File: src/hw/urx_defs.svh
// Register map, field positions, reset values and sample counts
`ifndef URX_DEFS_SVH
`define URX_DEFS_SVH
`define URX_OFF_DATA   8'h00
`define URX_OFF_STATA  8'h04
`define URX_OFF_CTRLB  8'h08
`define URX_OFF_CTRLC  8'h0c
`define URX_OFF_DIV    8'h10
`define URX_A_RXC      7
`define URX_A_FE       4
`define URX_A_DOR      3
`define URX_A_UPE      2
`define URX_A_U2X      1
`define URX_B_IE       7
`define URX_B_ON       4
`define URX_B_NINTH    1
`define URX_C_SYNC     6
`define URX_C_PEN      5
`define URX_C_ODD      4
`define URX_C_STOP2    3
`define URX_C_SIZE_LO  0
`define URX_SIZE_RST   3'h3
`define URX_SIZE_NINE  3'h7
`define URX_DIV_RST    12'h000
`define URX_SPB_NORM   5'h10
`define URX_SPB_DBL    5'h08
`define URX_VOTE_NORM  5'h08
`define URX_VOTE_DBL   5'h04
`define URX_RESP_OKAY  2'h0
`define URX_RESP_SLV   2'h2
`endif

File: src/hw/urx_pkg.sv
// Types shared by the receive path
`include "urx_defs.svh"
package urx_pkg;
  typedef enum logic [2:0] {
    URX_IDLE  = 3'b001,
    URX_START = 3'b010,
    URX_FRAME = 3'b100
  } urx_state_type;
endpackage

File: src/hw/urx_receive_path.sv
// Serial receive path with two-entry buffer and AXI4-Lite registers
//
// The register offsets and the AXI4-Lite register port are this design's own decisions.
`timescale 1ns/1ps
`include "urx_defs.svh"

// Overview of operation
// Shift bits after valid start until stop
// Only the first stop bit is examined
// Completed frame moves into receive buffer
// Unused upper data bits read zero
// Software reads ninth bit before data
// Ninth bit and errors stored per entry
// Done flag set while buffer holds data
// Receiver off empties buffer, clears flag
// Interrupt while enabled, flag and global
// Handler must read data to clear
// Error flags ignore software writes
// Error flags never raise interrupts
// Software writes zero to error bits
// Frame error reflects first stop bit
// Frame error ignores stop bit count
// Overrun on start with full buffer and a character waiting
// Overrun clears when character moves in
// Parity error zero when checking off
// Parity checked against received bit
// Parity error only if enabled then
// Disable drops frame and releases pin
// Software flushes by reading until empty
// Enable hands serial pin to receiver
// Oversample sixteen or eight per bit
// Start needs two of three low; sync mode needs one low sample at the clock rise
// Each bit decided by majority vote; sync mode takes one sample per clock rise
// Odd select zero even, one odd
// Buffer is two entry first in first out
module urx_receive_path (
  // Clock, reset, enable
  input  wire logic        mclk_in,
  input  wire logic        reset_in,
  input  wire logic        clk_en_in,
  // Serial pins
  input  wire logic        serial_rx_in,
  input  wire logic        ext_serial_clock_in,
  output logic             rx_pin_owned_out,
  // Interrupt
  input  wire logic        global_irq_enable_in,
  output logic             receive_done_irq_out,
  // AXI4-Lite write
  input  wire logic [7:0]  s_axi_awaddr_in,
  input  wire logic        s_axi_awvalid_in,
  output logic             s_axi_awready_out,
  input  wire logic [31:0] s_axi_wdata_in,
  input  wire logic [3:0]  s_axi_wstrb_in,
  input  wire logic        s_axi_wvalid_in,
  output logic             s_axi_wready_out,
  output logic [1:0]       s_axi_bresp_out,
  output logic             s_axi_bvalid_out,
  input  wire logic        s_axi_bready_in,
  // AXI4-Lite read
  input  wire logic [7:0]  s_axi_araddr_in,
  input  wire logic        s_axi_arvalid_in,
  output logic             s_axi_arready_out,
  output logic [31:0]      s_axi_rdata_out,
  output logic [1:0]       s_axi_rresp_out,
  output logic             s_axi_rvalid_out,
  input  wire logic        s_axi_rready_in
);
  import urx_pkg::*;

  function automatic logic maj3(input logic [2:0] s);
    maj3 = (s[0] & s[1]) | (s[0] & s[2]) | (s[1] & s[2]);
  endfunction

  function automatic logic [3:0] char_bits(input logic [2:0] sz);
    if (sz == `URX_SIZE_NINE) begin
      char_bits = 4'h9;
    end else begin
      char_bits = 4'h5 + {2'h0, sz[1:0]};
    end
  endfunction

  function automatic logic [7:0] size_mask(input logic [2:0] sz);
    size_mask = 8'hff >> (4'h8 - (char_bits(sz) > 4'h8 ? 4'h8
                                                       : char_bits(sz)));
  endfunction

  // Configuration registers
  logic          ie_q;
  logic          on_q;
  logic          u2x_q;
  logic          sync_q;
  logic          pen_q;
  logic          odd_q;
  logic          stop2_q;
  logic [2:0]    size_q;
  logic [11:0]   div_reg_q;
  // Pin synchronisers
  logic          rxd_m_q;
  logic          rxd_s_q;
  logic          xck_m_q;
  logic          xck_s_q;
  logic          xck_p_q;
  // Receiver state
  urx_state_type state_q;
  logic [11:0]   div_cnt_q;
  logic [4:0]    scnt_q;
  logic [1:0]    vote_q;
  logic          rx_prev_q;
  logic [3:0]    bidx_q;
  logic [3:0]    nd_q;
  logic          fpen_q;
  logic          fodd_q;
  logic          fpar_q;
  logic [8:0]    shift_q;
  logic          perr_q;
  logic          pend_q;
  logic [11:0]   pend_ent_q;
  logic          dor_lost_q;
  // Buffer: {dor, upe, fe, data[8:0]}
  logic [11:0]   mem_q [0:1];
  logic          wp_q;
  logic          rp_q;
  logic [1:0]    cnt_q;
  // Bus state
  logic          aw_have_q;
  logic          w_have_q;
  logic [7:0]    awaddr_q;
  logic [7:0]    wdata_q;
  logic          wstrb0_q;
  logic [3:0]    wdata_hi_q;
  logic          irq_q;

  logic          tick;
  logic          xck_rise;
  logic [4:0]    spb;
  logic [4:0]    vote_first;
  logic [4:0]    vote_last;
  logic          dec;
  logic          val;
  logic          start_ok;
  logic          bit_dec;
  logic          complete;
  logic          full;
  logic [11:0]   new_ent;
  logic          push;
  logic [11:0]   push_ent;
  logic          pop;
  logic          wr_go;
  logic          rd_go;
  logic [11:0]   head;
  logic [31:0]   rd_val;
  logic          rd_ok;

  assign tick       = (div_cnt_q == 12'h000);
  assign xck_rise   = xck_s_q & ~xck_p_q;
  // Double speed halves the bit and the vote window start; the window stays three samples
  assign spb        = u2x_q ? `URX_SPB_DBL : `URX_SPB_NORM;
  assign vote_first = u2x_q ? `URX_VOTE_DBL : `URX_VOTE_NORM;
  assign vote_last  = vote_first + 5'h02;
  assign full       = (cnt_q == 2'h2);
  assign head       = mem_q[rp_q];

  always_comb begin
    if (sync_q) begin
      dec = xck_rise;
      val = rxd_s_q;
    end else begin
      dec = tick & (scnt_q == vote_last);
      val = maj3({vote_q, rxd_s_q});
    end
  end

  // Start accepted: async needs a low majority, sync a low edge sample
  assign start_ok = on_q & (sync_q
      ? (state_q == URX_IDLE) & xck_rise & ~rxd_s_q
      : (state_q == URX_START) & dec & ~val);
  assign bit_dec  = on_q & (state_q == URX_FRAME) & dec;
  // Stop index stops at the first stop bit; a second one is never read
  assign complete = bit_dec &
                    (bidx_q == nd_q + {3'h0, fpen_q});
  assign new_ent  = {1'b0,
                     fpen_q & (perr_q ^ fpar_q ^ fodd_q),
                     ~val,
                     shift_q};
  assign push     = on_q & ((complete & ~full) | (pend_q & ~full));
  assign push_ent = complete ? new_ent : pend_ent_q;

  // Pins
  always_ff @(posedge mclk_in) begin
    if (reset_in) begin
      rxd_m_q <= 1'b1;
      rxd_s_q <= 1'b1;
      xck_m_q <= 1'b0;
      xck_s_q <= 1'b0;
      xck_p_q <= 1'b0;
    end else if (clk_en_in) begin
      rxd_m_q <= serial_rx_in;
      rxd_s_q <= rxd_m_q;
      xck_m_q <= ext_serial_clock_in;
      xck_s_q <= xck_m_q;
      xck_p_q <= xck_s_q;
    end
  end

  // Sample tick divider
  always_ff @(posedge mclk_in) begin
    if (reset_in) begin
      div_cnt_q <= `URX_DIV_RST;
    end else if (clk_en_in) begin
      if (tick | ~on_q) begin
        div_cnt_q <= div_reg_q;
      end else begin
        div_cnt_q <= div_cnt_q - 12'h001;
      end
    end
  end

  // Frame sequencer; disable aborts at once
  always_ff @(posedge mclk_in) begin
    if (reset_in) begin
      state_q   <= URX_IDLE;
      scnt_q    <= 5'h00;
      vote_q    <= 2'h3;
      rx_prev_q <= 1'b1;
      bidx_q    <= 4'h0;
      nd_q      <= 4'h8;
      fpen_q    <= 1'b0;
      fodd_q    <= 1'b0;
      fpar_q    <= 1'b0;
      shift_q   <= 9'h000;
      perr_q    <= 1'b0;
    end else if (clk_en_in) begin
      if (~on_q) begin
        state_q   <= URX_IDLE;
        rx_prev_q <= 1'b1;
      end else begin
        if (tick) begin
          rx_prev_q <= rxd_s_q;
          if (scnt_q >= vote_first && scnt_q < vote_last) begin
            vote_q <= {vote_q[0], rxd_s_q};
          end
          scnt_q <= (scnt_q == spb) ? 5'h01 : scnt_q + 5'h01;
        end
        case (state_q)
          URX_IDLE: begin
            if (start_ok) begin
              state_q <= URX_FRAME;
            end else if (~sync_q & tick & rx_prev_q & ~rxd_s_q) begin
              state_q <= URX_START;
              scnt_q  <= 5'h02;
            end
          end
          URX_START: begin
            if (dec) begin
              state_q <= val ? URX_IDLE : URX_FRAME;
            end
          end
          URX_FRAME: begin
            if (bit_dec) begin
              bidx_q <= bidx_q + 4'h1;
              if (bidx_q < nd_q) begin
                shift_q[bidx_q] <= val;
                perr_q          <= perr_q ^ val;
              end else if (fpen_q && bidx_q == nd_q) begin
                fpar_q <= val;
              end
              if (complete) begin
                state_q <= URX_IDLE;
                rx_prev_q <= val;
              end
            end
          end
          default: state_q <= URX_IDLE;
        endcase
        // Frame format is frozen at the start bit
        if (start_ok) begin
          bidx_q  <= 4'h0;
          nd_q    <= char_bits(size_q);
          fpen_q  <= pen_q;
          fodd_q  <= odd_q;
          fpar_q  <= 1'b0;
          shift_q <= 9'h000;
          perr_q  <= 1'b0;
        end
      end
    end
  end

  // Waiting character and overrun
  always_ff @(posedge mclk_in) begin
    if (reset_in) begin
      pend_q     <= 1'b0;
      pend_ent_q <= 12'h000;
      dor_lost_q <= 1'b0;
    end else if (clk_en_in) begin
      if (~on_q) begin
        pend_q     <= 1'b0;
        dor_lost_q <= 1'b0;
      end else if (start_ok & pend_q & full) begin
        // New frame overwrites the waiting one
        pend_q     <= 1'b0;
        dor_lost_q <= 1'b1;
      end else if (complete & full) begin
        pend_q     <= 1'b1;
        pend_ent_q <= new_ent;
      end else if (push) begin
        pend_q     <= 1'b0;
        dor_lost_q <= 1'b0;
      end
    end
  end

  // Two-entry buffer
  always_ff @(posedge mclk_in) begin
    if (reset_in) begin
      mem_q[0] <= 12'h000;
      mem_q[1] <= 12'h000;
      wp_q     <= 1'b0;
      rp_q     <= 1'b0;
      cnt_q    <= 2'h0;
    end else if (clk_en_in) begin
      if (~on_q) begin
        cnt_q <= 2'h0;
        wp_q  <= 1'b0;
        rp_q  <= 1'b0;
      end else begin
        if (push) begin
          mem_q[wp_q] <= {dor_lost_q, push_ent[10:0]};
          wp_q        <= ~wp_q;
        end
        if (pop) begin
          rp_q <= ~rp_q;
        end
        cnt_q <= cnt_q + {1'b0, push} - {1'b0, pop};
      end
    end
  end

  // Interrupt is a registered level of the done flag
  always_ff @(posedge mclk_in) begin
    if (reset_in) begin
      irq_q <= 1'b0;
    end else if (clk_en_in) begin
      irq_q <= ie_q & (cnt_q != 2'h0) & global_irq_enable_in;
    end
  end

  // Write channel
  assign wr_go = aw_have_q & w_have_q & ~s_axi_bvalid_out;
  always_ff @(posedge mclk_in) begin
    if (reset_in) begin
      aw_have_q         <= 1'b0;
      w_have_q          <= 1'b0;
      awaddr_q          <= 8'h00;
      wdata_q           <= 8'h00;
      wstrb0_q          <= 1'b0;
      wdata_hi_q        <= 4'h0;
      s_axi_awready_out <= 1'b1;
      s_axi_wready_out  <= 1'b1;
      s_axi_bvalid_out  <= 1'b0;
      s_axi_bresp_out   <= `URX_RESP_OKAY;
    end else if (clk_en_in) begin
      if (s_axi_awvalid_in & s_axi_awready_out) begin
        aw_have_q         <= 1'b1;
        awaddr_q          <= s_axi_awaddr_in;
        s_axi_awready_out <= 1'b0;
      end
      if (s_axi_wvalid_in & s_axi_wready_out) begin
        w_have_q         <= 1'b1;
        wdata_q          <= s_axi_wdata_in[7:0];
        wstrb0_q         <= s_axi_wstrb_in[0];
        wdata_hi_q       <= s_axi_wdata_in[11:8];
        s_axi_wready_out <= 1'b0;
      end
      if (wr_go) begin
        aw_have_q        <= 1'b0;
        w_have_q         <= 1'b0;
        s_axi_bvalid_out <= 1'b1;
        case (awaddr_q)
          `URX_OFF_DATA, `URX_OFF_STATA, `URX_OFF_CTRLB,
          `URX_OFF_CTRLC, `URX_OFF_DIV:
            s_axi_bresp_out <= `URX_RESP_OKAY;
          default: s_axi_bresp_out <= `URX_RESP_SLV;
        endcase
      end
      if (s_axi_bvalid_out & s_axi_bready_in) begin
        s_axi_bvalid_out  <= 1'b0;
        s_axi_awready_out <= 1'b1;
        s_axi_wready_out  <= 1'b1;
      end
    end
  end

  // Control registers; error flag positions are not writable
  always_ff @(posedge mclk_in) begin
    if (reset_in) begin
      ie_q      <= 1'b0;
      on_q      <= 1'b0;
      u2x_q     <= 1'b0;
      sync_q    <= 1'b0;
      pen_q     <= 1'b0;
      odd_q     <= 1'b0;
      stop2_q   <= 1'b0;
      size_q    <= `URX_SIZE_RST;
      div_reg_q <= `URX_DIV_RST;
    end else if (clk_en_in) begin
      if (wr_go & wstrb0_q) begin
        case (awaddr_q)
          `URX_OFF_STATA: u2x_q <= wdata_q[`URX_A_U2X];
          `URX_OFF_CTRLB: begin
            ie_q <= wdata_q[`URX_B_IE];
            on_q <= wdata_q[`URX_B_ON];
          end
          `URX_OFF_CTRLC: begin
            sync_q  <= wdata_q[`URX_C_SYNC];
            pen_q   <= wdata_q[`URX_C_PEN];
            odd_q   <= wdata_q[`URX_C_ODD];
            stop2_q <= wdata_q[`URX_C_STOP2];
            size_q  <= wdata_q[`URX_C_SIZE_LO +: 3];
          end
          `URX_OFF_DIV: div_reg_q <= {wdata_hi_q, wdata_q};
          default: ;
        endcase
      end
    end
  end

  // Read decode
  always_comb begin
    rd_val = 32'h0000_0000;
    rd_ok  = 1'b1;
    case (s_axi_araddr_in)
      `URX_OFF_DATA: rd_val[7:0] = head[7:0] & size_mask(size_q);
      `URX_OFF_STATA: begin
        rd_val[`URX_A_RXC] = (cnt_q != 2'h0);
        rd_val[`URX_A_FE]  = (cnt_q != 2'h0) & head[9];
        rd_val[`URX_A_DOR] = (cnt_q != 2'h0) & head[11];
        rd_val[`URX_A_UPE] = (cnt_q != 2'h0) & head[10];
        rd_val[`URX_A_U2X] = u2x_q;
      end
      `URX_OFF_CTRLB: begin
        rd_val[`URX_B_IE]    = ie_q;
        rd_val[`URX_B_ON]    = on_q;
        rd_val[`URX_B_NINTH] = (cnt_q != 2'h0) & head[8];
      end
      `URX_OFF_CTRLC: begin
        rd_val[`URX_C_SYNC]  = sync_q;
        rd_val[`URX_C_PEN]   = pen_q;
        rd_val[`URX_C_ODD]   = odd_q;
        rd_val[`URX_C_STOP2] = stop2_q;
        rd_val[`URX_C_SIZE_LO +: 3] = size_q;
      end
      `URX_OFF_DIV: rd_val[11:0] = div_reg_q;
      default: rd_ok = 1'b0;
    endcase
  end

  assign rd_go = s_axi_arvalid_in & s_axi_arready_out;
  // Reading data pops the head, so status must be read first
  assign pop   = rd_go & (s_axi_araddr_in == `URX_OFF_DATA) &
                 (cnt_q != 2'h0) & on_q;

  // Read channel
  always_ff @(posedge mclk_in) begin
    if (reset_in) begin
      s_axi_arready_out <= 1'b1;
      s_axi_rvalid_out  <= 1'b0;
      s_axi_rdata_out   <= 32'h0000_0000;
      s_axi_rresp_out   <= `URX_RESP_OKAY;
    end else if (clk_en_in) begin
      if (rd_go) begin
        s_axi_arready_out <= 1'b0;
        s_axi_rvalid_out  <= 1'b1;
        s_axi_rdata_out   <= rd_val;
        s_axi_rresp_out   <= rd_ok ? `URX_RESP_OKAY : `URX_RESP_SLV;
      end else if (s_axi_rvalid_out & s_axi_rready_in) begin
        s_axi_rvalid_out  <= 1'b0;
        s_axi_arready_out <= 1'b1;
      end
    end
  end

  // Pin ownership follows the enable
  always_ff @(posedge mclk_in) begin
    if (reset_in) begin
      rx_pin_owned_out <= 1'b0;
    end else if (clk_en_in) begin
      rx_pin_owned_out <= on_q;
    end
  end

  assign receive_done_irq_out = irq_q;

endmodule

File: config.mk
export PLATFORM = sky130hd
export DESIGN_NAME = urx_receive_path
export DESIGN_NICKNAME = d
export VERILOG_FILES = /design/src/hw/urx_pkg.sv /design/src/hw/urx_receive_path.sv
export VERILOG_INCLUDE_DIRS = /design/src /design/src/hw
export SDC_FILE = /design/constraint.sdc
export NUM_CORES = 1
export LEC_CHECK = 0
export ABC_AREA = 1
export ABC_CLOCK_PERIOD_IN_PS = 4600
export BUFFER_PORTS_ARGS = -buffer_cell sky130_fd_sc_hd__buf_2
export CORE_MARGIN = 5
export CORE_UTILIZATION = 33
export CTS_CLUSTER_DIAMETER = 30
export DETAILED_ROUTE_END_ITERATION = 10
export GPL_TIMING_DRIVEN = 1
export PLACE_DENSITY = 0.62
export SYNTH_ARGS = -nofsm -noshare
export SYNTH_HDL_FRONTEND = slang
export SYNTH_SLANG_ARGS = --single-unit
File: constraint.sdc
create_clock -name mclk_in -period 4.6 [get_ports mclk_in]
set_clock_uncertainty 0.2 [all_clocks]
set_input_delay 0.23 -clock mclk_in [delete_from_list [all_inputs] [get_ports mclk_in]]
set_output_delay 0.23 -clock mclk_in [all_outputs]
set_load 0.01 [all_outputs]
# ---- Yosys cells after proc, flatten, opt, wreduce, memory -nomap -nowiden
# Memories as Yosys holds them, arrays and structs flattened. A register that Yosys moved wholly into a read port is not among the register bits.
# Index checks and enable logic that the tools add are counted.
# Widths: inputs -> output; s select.
dict set report word_totals {
  ff_bits 134
  mem_bits_rw 24
  input_bits 63
  output_inout_bits 43
  elab_cells 291
  mem_count 1
}
# memory words word_bits read_ports rd_clocked_by_memory_dff wr line
set mem_list {}
lappend mem_list {mem_q 2 12 1 1 2 urx_receive_path.sv:120} ;# logic [11:0] mem_q [0:1];
dict set report op_classes {
  addsub 9
  n_lt_le_gt_ge 6
  eq_ne 27
  shift 1
  muxes 95
  n_bitwise 58
  n_reduce_logical 46
}
# op n
set ops {}
lappend ops {{$mux 1} 55}
lappend ops {{$and 1x1->1} 40}
lappend ops {{$mux 9} 4}
lappend ops {{$eq 8x4->1 const B} 4}
lappend ops {{$mux 4} 8}
lappend ops {{$mux 5} 6}
lappend ops {{$reduce_and 2->1} 14}
lappend ops {{$mux 12} 2}
lappend ops {{$reduce_bool 2->1} 11}
lappend ops {{$mux 3} 7}
lappend ops {{$reduce_and 3->1} 6}
lappend ops {{$eq 8x3->1 const B} 2}
lappend ops {{$eq 8x5->1 const B} 2}
lappend ops {{$logic_not 8->1} 2}
lappend ops {{$logic_not 12->1} 1}
lappend ops {{$ne 3x3->1 const B} 4}
lappend ops {{$reduce_and 4->1} 3}
lappend ops {{$reduce_or 12->1} 1}
lappend ops {{$sub 12x1->12 const B} 1}
lappend ops {{$mux 11} 1}
lappend ops {{$eq 5x5->1} 2}
lappend ops {{$not 1->1} 10}
lappend ops {{$pmux 1 s5} 2}
lappend ops {{$reduce_and 5->1} 2}
lappend ops {{other kinds (39)} 52}

# ---- Depth between registers and ports, before layout
dict set report logic_depth {
  depth_word 17
  mapped_depth 19
}

# ---- Least setup slack after synthesis
# OpenSTA, ideal clock, no wires.
dict set report synth_path {
  path_type {register to register}
  start {reg nd_q[0]}
  end {reg cnt_q[1]}
  setup_time_ns 0.132
  arrival_ns 2.353
  required_ns 4.268
  slack_ns 1.915
  stages_incl_launch_ff 19
  n_path_buf 0
  path_cell_list {dfxtp_1 > ha_1 > ha_1 > inv_1 > nand2_1 > nand2_1 > nor2_1 > nand2_1 > nor2_1 > nand4_1 > nand2_1 > nand2_1 > ha_1 > inv_1 > ha_1 > inv_1 > or2_2 > nand3_1 > a21oi_1}
}
dict set report synth_between {
  elab_chain_cells 9
}
# item line
set synth_rtl {}
lappend synth_rtl {{from (decl)} urx_receive_path.sv:110} ;# logic [3:0] nd_q;
lappend synth_rtl {{from (signal assigned)} urx_receive_path.sv:278} ;# nd_q <= char_bits(size_q);
lappend synth_rtl {{$add 4x1->4} urx_receive_path.sv:180} ;# (bidx_q == nd_q + {3'h0, fpen_q});
lappend synth_rtl {{$eq 4x4->1} urx_receive_path.sv:180}
lappend synth_rtl {{$and 1x1->1} urx_receive_path.sv:179} ;# assign complete = bit_dec &
lappend synth_rtl {{$and 1x1->1} urx_receive_path.sv:185} ;# assign push = on_q & ((complete & ~full) | (pend_q & ~full));
lappend synth_rtl {{$or 1x1->1} urx_receive_path.sv:185}
lappend synth_rtl {{$and 1x1->1} urx_receive_path.sv:185}
lappend synth_rtl {{$add 2x1->2} urx_receive_path.sv:334} ;# cnt_q <= cnt_q + {1'b0, push} - {1'b0, pop};
lappend synth_rtl {{$sub 2x1->2} urx_receive_path.sv:334}
lappend synth_rtl {{$mux 2} urx_receive_path.sv:322} ;# if (~on_q) begin
lappend synth_rtl {{to (signal assigned)} urx_receive_path.sv:334}
lappend synth_rtl {{to (decl)} urx_receive_path.sv:123} ;# logic [1:0] cnt_q;
# Every way passes these cells.
# A chain may end at the register's enable or synchronous reset.

==> metrics.md <==
| Metric | Value |
|---|---|
| Area post-placement | `0.008279 mm2` |
| Nets | `1,173` |
| Crit path time final | `3.224 ns` |
| CP startpoint | `fpen_q` |
| DR vias | `6,721` |
| Total wire length | `approximately 19,000 um` |
| Power Density | `approximately 330 mW/mm2` |
| Worst Setup End Kind | `flop` |
| Status | `finished, final reports clean` |
| Clock Path Buffers | `2` |
| Synth Area per Inst | `~7.7 um2` |
| DIE WIDTH | `163.5 um` |
| CP Max Fanout | `14` |
| Pins Over Slew Limit | `0` |
| DR iter-0 viols | `410` |
| Die Ht | `between 150 and 200 um` |
| Cell Area, Synth | `0.007775 mm2` |
| CP Data Required Time | `4.47 ns` |
| Fraction of layout cells with a size suffix above 1 | `0.1327` |
| Via-per-instance ratio | `4.736` |
| Drt drc | `0` |
| Setup Crit Path Kind | `reg2reg` |
| Arrival time at the worst endpoint | `3.09 ns` |
| Final period utilization | `0.7008` |
| Initial antenna violation count | `0` |
| Port Buffers | `60` |
| FF+latch count, synth | `around 160` |
| DRT Pass-1 Iters | `5` |
| Clk Latency, worst-skew pair | `0.43 ns` |
| Final Hold Fails | `0` |
| First-pass GRT wire length | `a little over 30,000 um` |
| WL/cell | `13.32 um` |
| Post-Syn Instances | `1,012` |
| Final ANT Viol Nets | `0` |
| Min-delay worst type | `in2reg` |
| Worst-Margin Slew | `around 0.95 ns` |
| Commonest non-fill, non-tap cell in the layout | `nand2_1` |
| EDFF count, synth | `24` |
| Dominant synthesized flop cell | `dfxtp_1` |
| Number of fill cells | `2,404` |
| Worst hold start | `s_axi_araddr_in[4]` |
| Startpoint class of the critical path | `flop` |
| Total CTS buffers | `17` |
| Total clock sinks | `157` |
| Area Growth Syn to Fin | `17.32%` |
| Initial Utilization | `0.3332` |
| Final instance area | `around 0.0091 mm2` |
| Reg-to-Reg Start | `fpen_q` |
| RePlAce Congestion | `0.8377` |
| Async SR Flop Fraction | `0` |
| Core ar. | `0.02333 mm2` |
| Synth area leaders | `dfxtp_1 34%, edfxtp_1 9.3%, nand2_1 8.5%, a21oi_1 6.5%, inv_1 5.1%` |
| Row count | `56` |
| Gr ovfl total | `0` |
| HPWL after DPL | `13,160 um` |
| Reg clk slew, reported paths | `around 0.070 ns` |
| Number of global-route vias before repair | `6,225` |
| Num ports | `between 100 and 150` |
| Final setup violation count | `0` |
| CTS root buffer | `clkbuf_16` |
| Synth area leader | `dfxtp_1` |
| Unrepaired setup endpoints after global routing | `false` |
| Pleak | `about 3.8 nW` |
| Sum Neg Setup Slack | `0 ns` |
| Largest net degree at the start of global routing | `56` |
| CTS tree | `done` |
| Die Area | `0.02673 mm2` |
| Slew HR | `0.3634` |
| Sequential-to-total area share from yosys stat | `0.4351` |
| Post-synthesis cell type count | `54` |
| F_max | `310.2 MHz` |
| Antenna cells | `0` |
| Peak supply drop | `0.1898 mV` |
| Most frequent cells in the layout | `176 x nand2_1, 133 x dfxtp_1, 106 x inv_1` |
| Area share of the largest cell type after synthesis | `0.3425` |
| Post-CTS setup buffer count | `0` |
| H-Tree Depth | `4` |
| Syn. warnings | `0` |
| Total global-route track usage | `0.1443` |
| Max_cap viols | `0` |
[critical path, stage by stage (launching register included)]
cell and delay, ns:
dfxtp_1 0.34, ha_1 0.21, ha_1 0.30, inv_1 0.04
nand2_1 0.05, nand2_1 0.05, nor2_1 0.08, nand2_1 0.06
nor2_1 0.27, nand4_1 0.18, nand2_1 0.12, nand2_1 0.09
nor3_2 0.15, nand2_2 0.23, nand2_1 0.49
[cells in the mapped netlist, types with 2 or more instances]
library cell and n:
a211oi_1 6, a21boi_0 2, a21oi_1 101, a221oi_1 3, a31oi_1 4, buf_1 4
buf_2 6, buf_4 23, buf_6 2, clkbuf_1 23, clkinv_1 2, dfxtp_1 133
edfxtp_1 24, ha_1 23, inv_1 106, inv_2 8, mux2_2 7, mux2i_1 7
nand2_1 176, nand2_2 6, nand3_1 67, nand3_2 2, nand3b_1 2, nand4_1 18
nand4_2 2, nor2_1 98, nor2_2 7, nor3_1 8, nor3_2 3, nor4_1 2
o2111ai_1 5, o211ai_1 16, o21ai_0 78, o21ai_1 6, o21bai_1 3, or2_2 3
xnor2_1 3, xor2_1 7
[power by group]
| group | internal, mW | switching, mW | leakage (nW) |
|---|---|---|---|
| combinational | 0.0662 | 0.124 | 2.16 |
| sequential | 1.42 | 0.0148 | 1.33 |
| clock | 0.787 | 0.605 | 0.288 |
[what timing repair did]
action / CTS / global route
hold buffers: 26 / 0
hold endpoints to repair: 29 / 0
resized for setup: 0 / 0
[cell families after synthesis]
logic type	after synthesis	synth area share
adders and majority gates	23	0.03701
xor gates and xnor gates	10	0.01127
AOI/OAI and AO/OA	231	0.1650
DFF	157	0.4351
and+or+nand+nor	401	0.2332
muxes	14	0.01915
buffers and inverters	175	0.09881
other	1	0.0004823
[worst paths after layout]
check                             end  slack [ns]  depth (start not counted)
setup / recovery          mem_q[0][7]        1.38                         14
hold / removal    s_axi_rdata_out[10]        0.08                          5
setup reg to reg          mem_q[0][7]        1.38                         14
hold reg to reg                  rp_q        0.25                          1
[flip-flops by register name, summed over array words and instances (netlist names), 3 cells and up, named ones only]
| signal | cells |
|---|---|
| nd_q | 4 |
| shift_q | 9 |
| div_reg_q | 12 |
| bidx_q | 4 |
| scnt_q | 5 |
| wdata_q | 8 |
| awaddr_q | 8 |
| pend_ent_q | 11 |
| state_q | 3 |
| wdata_hi_q | 4 |
| size_q | 3 |
| mem_q | 24 |
| div_cnt_q | 12 |
| s_axi_rdata_out | 12 |
[stage by stage]
stage          instances  hold WS (ns)  total power, mW  worst slack [ns]    util
2_1_floorplan       1033        0.1563            1.597             1.915       -
3_3_place_gp        1361        0.2309            1.638             1.419  0.3548
3_5_place_dp        1361        0.2336            1.640             1.393  0.3548
4_1_cts             1419       0.04274            3.050             1.366  0.3909
5_1_grt             1419       0.07953            3.133             1.070  0.3909
6_report            1419       0.07615            3.019             1.376  0.3909
[area by class of cell]
type | instances | area, um2 | share of cell area
multi-input combinational | 701 | 3702 | 0.4059
sequential | 157 | 3383 | 0.3709
timing repair buffer | 93 | 613.1 | 0.06722
clock buffer | 19 | 452.9 | 0.04966
inverter | 117 | 441.7 | 0.04842
tap | 319 | 399.1 | 0.04376
clock inverter | 13 | 128.9 | 0.01413
[routing by layer]
metal	vias to the layer above	global-route usage	share of wire
met1	3047	0.1977	0.49
li1	3493	-	-
met2	157	0.2230	0.44
met3	24	0.03634	0.052
met4	0	0.04766	0.018
met5	-	0	0
Note: power is estimated with default switching activity, not from simulation.
